[config.mk]
export PLATFORM = sky130hd
export DESIGN_NAME = pll_lock_detect
export DESIGN_NICKNAME = d
export VERILOG_FILES = /design/src/inc/pll_lock_pkg.sv /design/src/rtl/pfd_edge_meter.sv /design/src/rtl/pll_lock_detect.sv
export VERILOG_INCLUDE_DIRS = /design/src /design/src/inc
export SDC_FILE = /design/constraint.sdc
export NUM_CORES = 1
export LEC_CHECK = 0
export BUFFER_PORTS_ARGS = -buffer_cell sky130_fd_sc_hd__buf_2
export CAP_MARGIN = 20
export CORE_UTILIZATION = 30
export DETAILED_ROUTE_END_ITERATION = 10
export GPL_TIMING_DRIVEN = 0
export PLACE_DENSITY = 0.5
export SYNTH_ARGS = -nofsm -noshare
export SYNTH_HDL_FRONTEND = slang
export SYNTH_SLANG_ARGS = --single-unit
[constraint.sdc]
create_clock -name sys_clk -period 6.8 [get_ports sys_clk]
set_clock_uncertainty 0.05 [all_clocks]
set_input_delay 1.02 -clock sys_clk [delete_from_list [all_inputs] [get_ports sys_clk]]
set_output_delay 1.02 -clock sys_clk [all_outputs]
set_load 0.02 [all_outputs]
[src/inc/pll_lock_consts.svh]
// offsets, fields, reset values and counts of the pll lock-detect block
`ifndef PLL_LOCK_CONSTS_SVH
`define PLL_LOCK_CONSTS_SVH

// apb byte offsets
`define LD_OFS_CTRL 12'h000
`define LD_OFS_PINS 12'h004
`define LD_OFS_DIV 12'h008
`define LD_OFS_OUTEN 12'h00c
`define LD_OFS_STATUS 12'h010
`define LD_OFS_IRQ_STAT 12'h014
`define LD_OFS_IRQ_MASK 12'h018

// control register fields
`define LD_CTRL_BACKLASH 1:0
`define LD_CTRL_DLD_OFF 3
`define LD_CTRL_WINDOW 4
`define LD_CTRL_COUNT 6:5
`define LD_CTRL_RESET 32'h0000_0000

// pin register fields
`define LD_PINS_LOCK 5:0
`define LD_PINS_STATUS 13:8
`define LD_PINS_REFERENCE_MONITOR_PIN 20:16
`define LD_PINS_COMP_EN 24
`define LD_PINS_RESET 32'h0000_0000

// divider register fields
`define LD_DIV_R_DLY_EN 0
`define LD_DIV_R_DLY 3:1
`define LD_DIV_N_DLY_EN 4
`define LD_DIV_N_DLY 7:5
`define LD_DIV_PRESC 10:8
`define LD_DIV_B 28:16
`define LD_DIV_RESET 32'h0001_0000
`define LD_DELAY_SPAN_PS 1000

// prescaler codes up to this one are fixed divide, above dual modulus
`define LD_PRESC_FD_MAX 3'h2
`define LD_B_BYPASS 13'h0001

// lock pin control codes
`define LD_PIN_DLD 6'h01
`define LD_PIN_ALD_N 6'h02
`define LD_PIN_ALD_P 6'h03
`define LD_PIN_CSRC 6'h04

// status and reference monitor sources
`define LD_SRC_DLD 6'h01
`define LD_SRC_COMP 6'h02
`define LD_SRC_HIGH 6'h03

// consecutive in-window cycles per count code
`define LD_RUN_CODE0 8'h05
`define LD_RUN_CODE1 8'h10
`define LD_RUN_CODE2 8'h40
`define LD_RUN_CODE3 8'hff

// windows in sys_clk cycles, high range and low range
`define LD_LOCK_THR_HI 8'h03
`define LD_UNLOCK_THR_HI 8'h07
`define LD_LOCK_THR_LO 8'h01
`define LD_UNLOCK_THR_LO 8'h03

// interrupt bits
`define LD_IRQ_GAIN 0
`define LD_IRQ_LOSS 1
`define LD_IRQ_CHARGED 2
`define LD_IRQ_W 3
`define LD_OUTS 12
`define LD_DIFF_MAX 8'hff

`endif

[src/inc/pll_lock_pkg.sv]
// types of the pll lock-detect block
package pll_lock_pkg;
    typedef enum logic [1:0] {MEAS_IDLE, MEAS_WAIT_FB, MEAS_WAIT_REF} meas_state_type;
    typedef struct packed {
        logic valid;
        logic [7:0] diff;
    } pfd_meas_type;
    typedef struct packed {
        logic psel;
        logic penable;
        logic pwrite;
        logic [11:0] paddr;
        logic [31:0] pwdata;
    } apb_req_type;
endpackage

[src/rtl/pfd_edge_meter.sv]
// measures rising-edge time difference of the two phase-detector inputs
`include "pll_lock_consts.svh"
module pfd_edge_meter (
    input wire logic sys_clk,
    input wire logic reset_n,
    input wire logic ref_pfd,
    input wire logic fb_pfd,
    output pll_lock_pkg::pfd_meas_type meas,
    output logic err_active
);
    import pll_lock_pkg::*;

    logic [2:0] ref_sync_q;
    logic [2:0] fb_sync_q;
    logic ref_rise;
    logic fb_rise;
    meas_state_type state_q;
    logic [7:0] cnt_q;

    // second and third stages feed the edge detector, stage one stays private
    always_ff @(posedge sys_clk or negedge reset_n) begin
        if (!reset_n) begin
            ref_sync_q <= 3'h0;
            fb_sync_q <= 3'h0;
        end else begin
            ref_sync_q <= {ref_sync_q[1:0], ref_pfd};
            fb_sync_q <= {fb_sync_q[1:0], fb_pfd};
        end
    end

    assign ref_rise = ref_sync_q[1] & ~ref_sync_q[2];
    assign fb_rise = fb_sync_q[1] & ~fb_sync_q[2];

    always_ff @(posedge sys_clk or negedge reset_n) begin
        if (!reset_n) begin
            state_q <= MEAS_IDLE;
            cnt_q <= 8'h00;
            meas <= '0;
        end else begin
            meas.valid <= 1'b0;
            case (state_q)
                MEAS_IDLE: begin
                    cnt_q <= 8'h01;
                    if (ref_rise && fb_rise) begin
                        meas <= '{valid: 1'b1, diff: 8'h00};
                    end else if (ref_rise) begin
                        state_q <= MEAS_WAIT_FB;
                    end else if (fb_rise) begin
                        state_q <= MEAS_WAIT_REF;
                    end
                end
                MEAS_WAIT_FB, MEAS_WAIT_REF: begin
                    if ((state_q == MEAS_WAIT_FB) ? fb_rise : ref_rise) begin
                        meas <= '{valid: 1'b1, diff: cnt_q};
                        state_q <= MEAS_IDLE;
                    end else if ((state_q == MEAS_WAIT_FB) ? ref_rise : fb_rise) begin
                        // the partner edge never came: count it as a full miss
                        meas <= '{valid: 1'b1, diff: `LD_DIFF_MAX};
                        cnt_q <= 8'h01;
                    end else if (cnt_q != `LD_DIFF_MAX) begin
                        cnt_q <= cnt_q + 8'h01;
                    end
                end
                default: state_q <= MEAS_IDLE;
            endcase
        end
    end

    assign err_active = (state_q != MEAS_IDLE);
endmodule

[src/rtl/pll_lock_detect.sv]
// lock detector of the pll: digital, analog and charged lock, pin routing, apb registers
//
// Notes on behaviour
// - r and n paths get 3-bit delay codes
// - fixed divide with b=1 bypasses a,b
// - lock indicator routable to three pins
// - lock after programmed run of in-window cycles
// - one cycle beyond unlock window drops lock
// - unlock window wider than lock window
// - windows chosen by range, backlash fields, run length by count field
// - two open-drain analog lock output modes
// - current-source mode: source when locked, else short
// - comparator output selectable on status, reference_monitor_pin
// - enable-on-lock outputs follow charged lock indication
// - count code zero needs five cycles
// - disable bit holds lock indicator inactive
//
// The placing of the registers and register access over APB are this design's own decisions.
`include "pll_lock_consts.svh"

module pll_lock_detect (
    input wire logic sys_clk,
    input wire logic reset_n,
    input wire logic psel,
    input wire logic penable,
    input wire logic pwrite,
    input wire logic [11:0] paddr,
    input wire logic [31:0] pwdata,
    output logic [31:0] prdata,
    output logic pready,
    output logic pslverr,
    input wire logic ref_pfd,
    input wire logic fb_pfd,
    input wire logic lock_pin_i,
    output logic lock_pin_o,
    output logic lock_pin_oe_n,
    output logic lock_pin_source_on,
    output logic status_pin,
    output logic reference_monitor_pin,
    output logic r_delay_en,
    output logic [2:0] r_delay_code,
    output logic n_delay_en,
    output logic [2:0] n_delay_code,
    output logic fb_ab_bypass,
    output logic [`LD_OUTS-1:0] clk_out_en,
    output logic irq
);
    import pll_lock_pkg::*;

    apb_req_type req;
    pfd_meas_type meas;
    logic err_active;
    logic [31:0] ctrl_q;
    logic [31:0] pins_q;
    logic [31:0] div_q;
    logic [`LD_OUTS-1:0] outen_q;
    logic [`LD_IRQ_W-1:0] irq_stat_q;
    logic [`LD_IRQ_W-1:0] irq_mask_q;
    logic [1:0] comp_sync_q;
    logic digital_lock_indicator_q;
    logic [7:0] run_q;
    logic [7:0] run_target;
    logic [7:0] lock_thr;
    logic [7:0] unlock_thr;
    logic dld_off;
    logic in_window;
    logic out_unlock;
    logic charged_lock_indicator;
    logic charged_q;
    logic wr_en;
    logic rd_en;
    logic addr_ok;
    logic [`LD_IRQ_W-1:0] irq_events;
    logic [5:0] lock_mode;
    logic status_pin_q;
    logic reference_monitor_pin_pin_q;

    ////////////////////////////////////////////////////////////////////////
    // pin source multiplexer shared by status and reference monitor pins
    function automatic logic mux_src(input logic [5:0] sel, input logic digital_lock_indicator, input logic comp);
        if (sel == `LD_SRC_DLD) begin
            mux_src = digital_lock_indicator;
        end else if (sel == `LD_SRC_COMP) begin
            mux_src = comp;
        end else if (sel == `LD_SRC_HIGH) begin
            mux_src = 1'b1;
        end else begin
            mux_src = 1'b0;
        end
    endfunction

    ////////////////////////////////////////////////////////////////////////
    // apb slave, zero wait states
    assign req = '{psel: psel, penable: penable, pwrite: pwrite, paddr: paddr, pwdata: pwdata};
    assign pready = 1'b1;
    assign wr_en = req.psel & req.penable & req.pwrite;
    assign rd_en = req.psel & req.penable & ~req.pwrite;

    always_comb begin
        addr_ok = 1'b1;
        prdata = 32'h0000_0000;
        if (req.paddr == `LD_OFS_CTRL) begin
            prdata = ctrl_q;
        end else if (req.paddr == `LD_OFS_PINS) begin
            prdata = pins_q;
        end else if (req.paddr == `LD_OFS_DIV) begin
            prdata = div_q;
        end else if (req.paddr == `LD_OFS_OUTEN) begin
            prdata = {20'h00000, outen_q};
        end else if (req.paddr == `LD_OFS_STATUS) begin
            prdata = {{24{1'b0}}, run_q} | {22'h000000, charged_lock_indicator, digital_lock_indicator_q, 8'h00};
        end else if (req.paddr == `LD_OFS_IRQ_STAT) begin
            prdata = {29'h00000000, irq_stat_q};
        end else if (req.paddr == `LD_OFS_IRQ_MASK) begin
            prdata = {29'h00000000, irq_mask_q};
        end else begin
            addr_ok = 1'b0;
        end
    end

    assign pslverr = req.psel & req.penable & ~addr_ok;

    always_ff @(posedge sys_clk or negedge reset_n) begin
        if (!reset_n) begin
            ctrl_q <= `LD_CTRL_RESET;
            pins_q <= `LD_PINS_RESET;
            div_q <= `LD_DIV_RESET;
            outen_q <= 12'h000;
            irq_mask_q <= 3'h0;
        end else if (wr_en) begin
            if (req.paddr == `LD_OFS_CTRL) begin
                ctrl_q <= req.pwdata & 32'h0000_007b;
            end else if (req.paddr == `LD_OFS_PINS) begin
                pins_q <= req.pwdata & 32'h011f_3f3f;
            end else if (req.paddr == `LD_OFS_DIV) begin
                div_q <= req.pwdata & 32'h1fff_07ff;
            end else if (req.paddr == `LD_OFS_OUTEN) begin
                outen_q <= req.pwdata[`LD_OUTS-1:0];
            end else if (req.paddr == `LD_OFS_IRQ_MASK) begin
                irq_mask_q <= req.pwdata[`LD_IRQ_W-1:0];
            end
        end
    end

    ////////////////////////////////////////////////////////////////////////
    // divider path settings
    assign r_delay_en = div_q[`LD_DIV_R_DLY_EN];
    assign r_delay_code = div_q[`LD_DIV_R_DLY];
    assign n_delay_en = div_q[`LD_DIV_N_DLY_EN];
    assign n_delay_code = div_q[`LD_DIV_N_DLY];
    assign fb_ab_bypass = (div_q[`LD_DIV_PRESC] <= `LD_PRESC_FD_MAX) && (div_q[`LD_DIV_B] == `LD_B_BYPASS);

    AST_AB_BYPASS: assert property (@(posedge sys_clk) disable iff (!reset_n)
        (div_q[`LD_DIV_B] != `LD_B_BYPASS) |-> !fb_ab_bypass)
        else $error("a/b bypass with b not one");

    ////////////////////////////////////////////////////////////////////////
    // phase measurement and window selection
    pfd_edge_meter u_meter (
        .sys_clk(sys_clk),
        .reset_n(reset_n),
        .ref_pfd(ref_pfd),
        .fb_pfd(fb_pfd),
        .meas(meas),
        .err_active(err_active)
    );

    assign dld_off = ctrl_q[`LD_CTRL_DLD_OFF];

    // backlash width widens both windows alike, keeping unlock above lock
    always_comb begin
        if (ctrl_q[`LD_CTRL_WINDOW]) begin
            lock_thr = `LD_LOCK_THR_LO + {6'h00, ctrl_q[`LD_CTRL_BACKLASH]};
            unlock_thr = `LD_UNLOCK_THR_LO + {6'h00, ctrl_q[`LD_CTRL_BACKLASH]};
        end else begin
            lock_thr = `LD_LOCK_THR_HI + {6'h00, ctrl_q[`LD_CTRL_BACKLASH]};
            unlock_thr = `LD_UNLOCK_THR_HI + {6'h00, ctrl_q[`LD_CTRL_BACKLASH]};
        end
    end

    always_comb begin
        case (ctrl_q[`LD_CTRL_COUNT])
            2'h0: run_target = `LD_RUN_CODE0;
            2'h1: run_target = `LD_RUN_CODE1;
            2'h2: run_target = `LD_RUN_CODE2;
            default: run_target = `LD_RUN_CODE3;
        endcase
    end

    assign in_window = meas.valid && (meas.diff < lock_thr);
    assign out_unlock = meas.valid && (meas.diff > unlock_thr);

    ////////////////////////////////////////////////////////////////////////
    // digital lock indicator
    always_ff @(posedge sys_clk or negedge reset_n) begin
        if (!reset_n) begin
            run_q <= 8'h00;
            digital_lock_indicator_q <= 1'b0;
        end else if (dld_off) begin
            run_q <= 8'h00;
            digital_lock_indicator_q <= 1'b0;
        end else if (digital_lock_indicator_q) begin
            run_q <= 8'h00;
            // errors between the two windows keep lock, no chatter
            if (out_unlock) begin
                digital_lock_indicator_q <= 1'b0;
            end
        end else if (meas.valid) begin
            if (!in_window) begin
                run_q <= 8'h00;
            end else if (run_q + 8'h01 >= run_target) begin
                run_q <= 8'h00;
                digital_lock_indicator_q <= 1'b1;
            end else begin
                run_q <= run_q + 8'h01;
            end
        end
    end

    AST_LOCK_RUN: assert property (@(posedge sys_clk) disable iff (!reset_n)
        $rose(digital_lock_indicator_q) |-> $past(in_window) && ($past(run_q) + 8'h01 >= $past(run_target)))
        else $error("lock declared without full run");
    AST_FIVE_CYCLES: assert property (@(posedge sys_clk) disable iff (!reset_n)
        ($rose(digital_lock_indicator_q) && $past(ctrl_q[`LD_CTRL_COUNT]) == 2'h0) |-> $past(run_q) == 8'h04)
        else $error("count code zero did not need five cycles");
    AST_UNLOCK_NOW: assert property (@(posedge sys_clk) disable iff (!reset_n)
        (digital_lock_indicator_q && out_unlock) |=> !digital_lock_indicator_q)
        else $error("lock kept after unlock cycle");
    AST_HYSTERESIS: assert property (@(posedge sys_clk) disable iff (!reset_n)
        (digital_lock_indicator_q && !dld_off && !out_unlock) |=> digital_lock_indicator_q)
        else $error("lock dropped inside unlock window");
    AST_RUN_CLEAR: assert property (@(posedge sys_clk) disable iff (!reset_n)
        (!digital_lock_indicator_q && meas.valid && meas.diff >= lock_thr) |=> run_q == 8'h00)
        else $error("run kept after out-of-window cycle");
    AST_DLD_OFF: assert property (@(posedge sys_clk) disable iff (!reset_n)
        dld_off |=> !digital_lock_indicator_q && run_q == 8'h00)
        else $error("lock indicator active while disabled");
    AST_WINDOWS: assert property (@(posedge sys_clk) disable iff (!reset_n)
        unlock_thr > lock_thr)
        else $error("unlock window not wider than lock window");

    ////////////////////////////////////////////////////////////////////////
    // lock pin driver and comparator
    assign lock_mode = pins_q[`LD_PINS_LOCK];

    always_comb begin
        lock_pin_o = 1'b0;
        lock_pin_oe_n = 1'b1;
        lock_pin_source_on = 1'b0;
        if (lock_mode == `LD_PIN_DLD) begin
            lock_pin_o = digital_lock_indicator_q;
            lock_pin_oe_n = 1'b0;
        end else if (lock_mode == `LD_PIN_ALD_N) begin
            lock_pin_oe_n = ~err_active;
        end else if (lock_mode == `LD_PIN_ALD_P) begin
            lock_pin_o = 1'b1;
            lock_pin_oe_n = ~err_active;
        end else if (lock_mode == `LD_PIN_CSRC) begin
            // short at once on loss so the capacitor restarts from zero
            lock_pin_source_on = digital_lock_indicator_q;
            lock_pin_oe_n = digital_lock_indicator_q;
        end else begin
            lock_pin_oe_n = 1'b0;
        end
    end

    AST_CS_SHORT: assert property (@(posedge sys_clk) disable iff (!reset_n)
        (lock_mode == `LD_PIN_CSRC) |-> (digital_lock_indicator_q ? (lock_pin_source_on && lock_pin_oe_n)
                                          : (!lock_pin_source_on && !lock_pin_oe_n && !lock_pin_o)))
        else $error("current-source lock pin wrong");
    AST_ALD_PULSE: assert property (@(posedge sys_clk) disable iff (!reset_n)
        (lock_mode == `LD_PIN_ALD_N && err_active) |-> !lock_pin_oe_n && !lock_pin_o)
        else $error("analog lock pulse missing");

    always_ff @(posedge sys_clk or negedge reset_n) begin
        if (!reset_n) begin
            comp_sync_q <= 2'h0;
        end else begin
            comp_sync_q <= {comp_sync_q[0], lock_pin_i};
        end
    end

    // comparator switched off reads as no charged lock
    assign charged_lock_indicator = pins_q[`LD_PINS_COMP_EN] & comp_sync_q[1];

    // outputs gated by the comparator level after its two-flop synchronizer from lock_pin_i
    genvar gi;
    generate
        for (gi = 0; gi < `LD_OUTS; gi++) begin : g_outen
            assign clk_out_en[gi] = ~outen_q[gi] | charged_lock_indicator;
        end
    endgenerate

    AST_OUT_GATE: assert property (@(posedge sys_clk) disable iff (!reset_n)
        (outen_q[0] && !charged_lock_indicator) |-> !clk_out_en[0])
        else $error("output enabled without charged lock");

    ////////////////////////////////////////////////////////////////////////
    // status and reference monitor pins
    always_ff @(posedge sys_clk or negedge reset_n) begin
        if (!reset_n) begin
            status_pin_q <= 1'b0;
            reference_monitor_pin_pin_q <= 1'b0;
        end else begin
            status_pin_q <= mux_src(pins_q[`LD_PINS_STATUS], digital_lock_indicator_q,
                                    charged_lock_indicator);
            reference_monitor_pin_pin_q <= mux_src({1'b0, pins_q[`LD_PINS_REFERENCE_MONITOR_PIN]}, digital_lock_indicator_q,
                                    charged_lock_indicator);
        end
    end

    assign status_pin = status_pin_q;
    assign reference_monitor_pin = reference_monitor_pin_pin_q;

    AST_STATUS_COMP: assert property (@(posedge sys_clk) disable iff (!reset_n)
        (pins_q[`LD_PINS_STATUS] == `LD_SRC_COMP && $stable(pins_q)) |=> status_pin == $past(charged_lock_indicator))
        else $error("status pin does not follow comparator");

    ////////////////////////////////////////////////////////////////////////
    // interrupts: sticky, read clears, a new event wins over the clear
    always_ff @(posedge sys_clk or negedge reset_n) begin
        if (!reset_n) begin
            charged_q <= 1'b0;
        end else begin
            charged_q <= charged_lock_indicator;
        end
    end

    assign irq_events[`LD_IRQ_GAIN] = ~digital_lock_indicator_q & ~dld_off & in_window & (run_q + 8'h01 >= run_target);
    assign irq_events[`LD_IRQ_LOSS] = digital_lock_indicator_q & (out_unlock | dld_off);
    assign irq_events[`LD_IRQ_CHARGED] = charged_lock_indicator & ~charged_q;

    always_ff @(posedge sys_clk or negedge reset_n) begin
        if (!reset_n) begin
            irq_stat_q <= 3'h0;
        end else if (rd_en && req.paddr == `LD_OFS_IRQ_STAT) begin
            irq_stat_q <= irq_events;
        end else begin
            irq_stat_q <= irq_stat_q | irq_events;
        end
    end

    assign irq = |(irq_stat_q & irq_mask_q);
endmodule

==> metrics.txt <==
drt drc 0; area grow syn2layout 20.5%; clock sink count ~110; setup bufs post-CTS 0; Post-Synthesis Cell Area 5860 sq um; Post-Layout Cell Count 936; r2r startpoint run_q[0]$_DFFE_PN0P_; via count roughly 4.7k; Die W 142 microns; Peak VDD IR ~0.15 mV; max_slew headroom 0.297; Netlist cell types between 60 and 70; Clock Path Buffers 2; RSZ-0062 raised after global routing no; outcome finished, final reports clean; initial antenna violation count 0; M2 GR Usage 0.269; GP Congestion 0.835; Die Area 20100 sq um; ys flop type dfrtp_1; GR Layer Usage met3 0.0287; number of cells after detailed placement 920; HP Start comp_sync_q[0]$_DFF_PN0_; DRT Wirelength approximately 16 mm; TritonCTS clock tree yes; Skew-Pair Late Insertion Delay 0.35 ns; Initial DRC Count 325; gr busiest metal met2; nets 748; crit share post-route 0.621; max incr delay on CP 0.59 ns; syn_area_per_cell ~11 sq um; Worst Setup SP paddr[1]; wire length per cell 17.5 microns; post-route ant nets 0; Initial Utilization 0.309; leading area contributor after synthesis dfrtp_1; Worst Setup Start Kind input port; # diodes 0; minimum clock period after layout roughly 4.2 ns; MaxCap Viol Count 0; Hold Fails Final Rpt 0; port bufs 100; sequential area share after synthesis 0.448; placeable core region roughly 19000 sq um; total CTS buffers 9; kind of critical path in -> out; Synth async-reset ratio 1.00; EDFF count, synth 0; number of hold buffers added after cts 0; most used cell along the critical path buf_2; Worst Hold Class reg -> reg; fin. max-slew vios 0; vias in the first global route between 4k and 5k; PwrDens ~250 nW/um^2; met1 Track Usage GR 0.236; layout cells sized above 1 0.327; Critical-path top delay cell nor3_1; final setup fails 0; largest net degree at the start of global routing 56; number of core rows 50; CP max FO 10; Critical Path RT 5.73 ns; worst slew pin tran 1.05 ns; CP Capture Type primary output; commonest non-fill, non-tap cells in the layout buf_2, dfrtp_1, nand2_1; post-synth top area share 0.444; GRT overflow 0; synthesis warning total 0; GRT Overall Usage 0.168; H-tree levels 3; FMAX 237 MHz; io pins 113; Synth Instances ~560; Sum Neg Setup Slack 0 ns; DIE HEIGHT ~140 microns; Post-DP HPWL 12.6 mm; CP arrival 3.15 ns; worst-path cell chain buf_2, nor4_4, nand3_1, buf_2, nor3_1, a22oi_1, a31oi_1, buf_2; first-pass GRT wire length 25.9 mm; clock slew at reported path FFs 0.07 ns; Pleak 3.39 nW; top cells by area, synth dfrtp_1, mux2_2, ha_1; synthesized flop and latch total 105; root buf cell clkbuf_16; post-CTS sizing 0; via/cell ratio 5.02; DR pass1 iterations 5
## state kept, by name, indices dropped and copies added, names as in the netlist, 2 cells and up
signal,flops
irq_mask_q,3
ctrl_q,6
u_meter.fb_sync_q,3
u_meter.cnt_q,8
irq_stat_q,3
run_q,8
outen_q,12
comp_sync_q,2
u_meter.ref_sync_q,3
u_meter.meas,9
div_q,24
u_meter.state_q,2
pins_q,18
## final cells by class
class	instances	area (sq um)
sequential	105	2630
multi-input combinational	401	2970
fill	1905	11900
clock inverter	6	91.3
buffer	34	213
clock buffer	10	239
inverter	19	71.3
timing repair buffer	101	531
tap	260	325
## report_power, final
| group | switching [mW] | total (mW) | internal (mW) |
|---|---|---|---|
| clock | 0.244 | 0.577 | 0.334 |
| combinational | 0.280 | 0.443 | 0.163 |
| sequential | 0.0492 | 0.724 | 0.675 |
## layer usage
metal	vias to the layer above	wire length, microns	part of all wire
li1	2216	-	-
met1	2323	7950	0.48
met2	147	7660	0.47
met3	11	630	0.038
met4	0	161	0.0098
met5	-	0	0
## Yosys cell counts (all sizes together), types with 6 or more instances
master and n:
nor2 40, dfrtp 104, mux2 66, or4 6, o31ai 12, nor4 8
a31oi 6, clkbuf 9, nand2 58, nor2b 10, o21ai 25, a22oi 7
a22o 13, ha 25, nor3 8, inv 19, buf 25, nand2b 11
a21oi 23, nand3 15, and2 9
## worst max-delay path, delay by kind of cell
family	cells	cell delay, ns
buffers and inverters	3	0.56
and+or+nand+nor	3	1.14
AOI/OAI and AO/OA	2	0.44
## cells by family (layout without fill, tap and decap cells)
family	after synthesis	count (layout)	share of synthesized area
xor gates and xnor gates	7	7	0.0105
buffers and inverters	53	170	0.0484
and+or+nand+nor	181	181	0.162
adders and majority gates	25	25	0.0534
AOI/OAI and AO/OA	110	110	0.128
muxes	72	72	0.148
DFF	105	105	0.448
other	2	6	0.00128
## stage by stage
stage	hold WS (ns)	setup WS (ns)	total power [mW]	utilization	cell area [sq um]
floorplan	0.281	3.18	1.03	-	5880
global placement	0.289	2.62	1.15	0.354	6700
detailed placement	0.285	2.60	1.17	0.355	6730
CTS	0.302	2.59	1.76	0.373	7060
global route	0.317	2.48	1.84	0.373	7060
finish	0.299	2.58	1.74	0.373	7060
## path summary, 6_finish.rpt
kind | endpoint | slack (ns) | cells past startpoint
setup / recovery | prdata[5] | 2.58 | 8
setup reg to reg | run_q[3]$_DFFE_PN0P_ | 4.04 | 9
hold / removal | comp_sync_q[1]$_DFF_PN0_ | 0.30 | 0
max in group asynchronous | run_q[1]$_DFFE_PN0P_ | 5.32 | 2
min in group asynchronous | div_q[23]$_DFFE_PN0P_ | 0.67 | 1
hold reg to reg | comp_sync_q[1]$_DFF_PN0_ | 0.30 | 0
No activity file was read; power rests on OpenSTA's default activity.
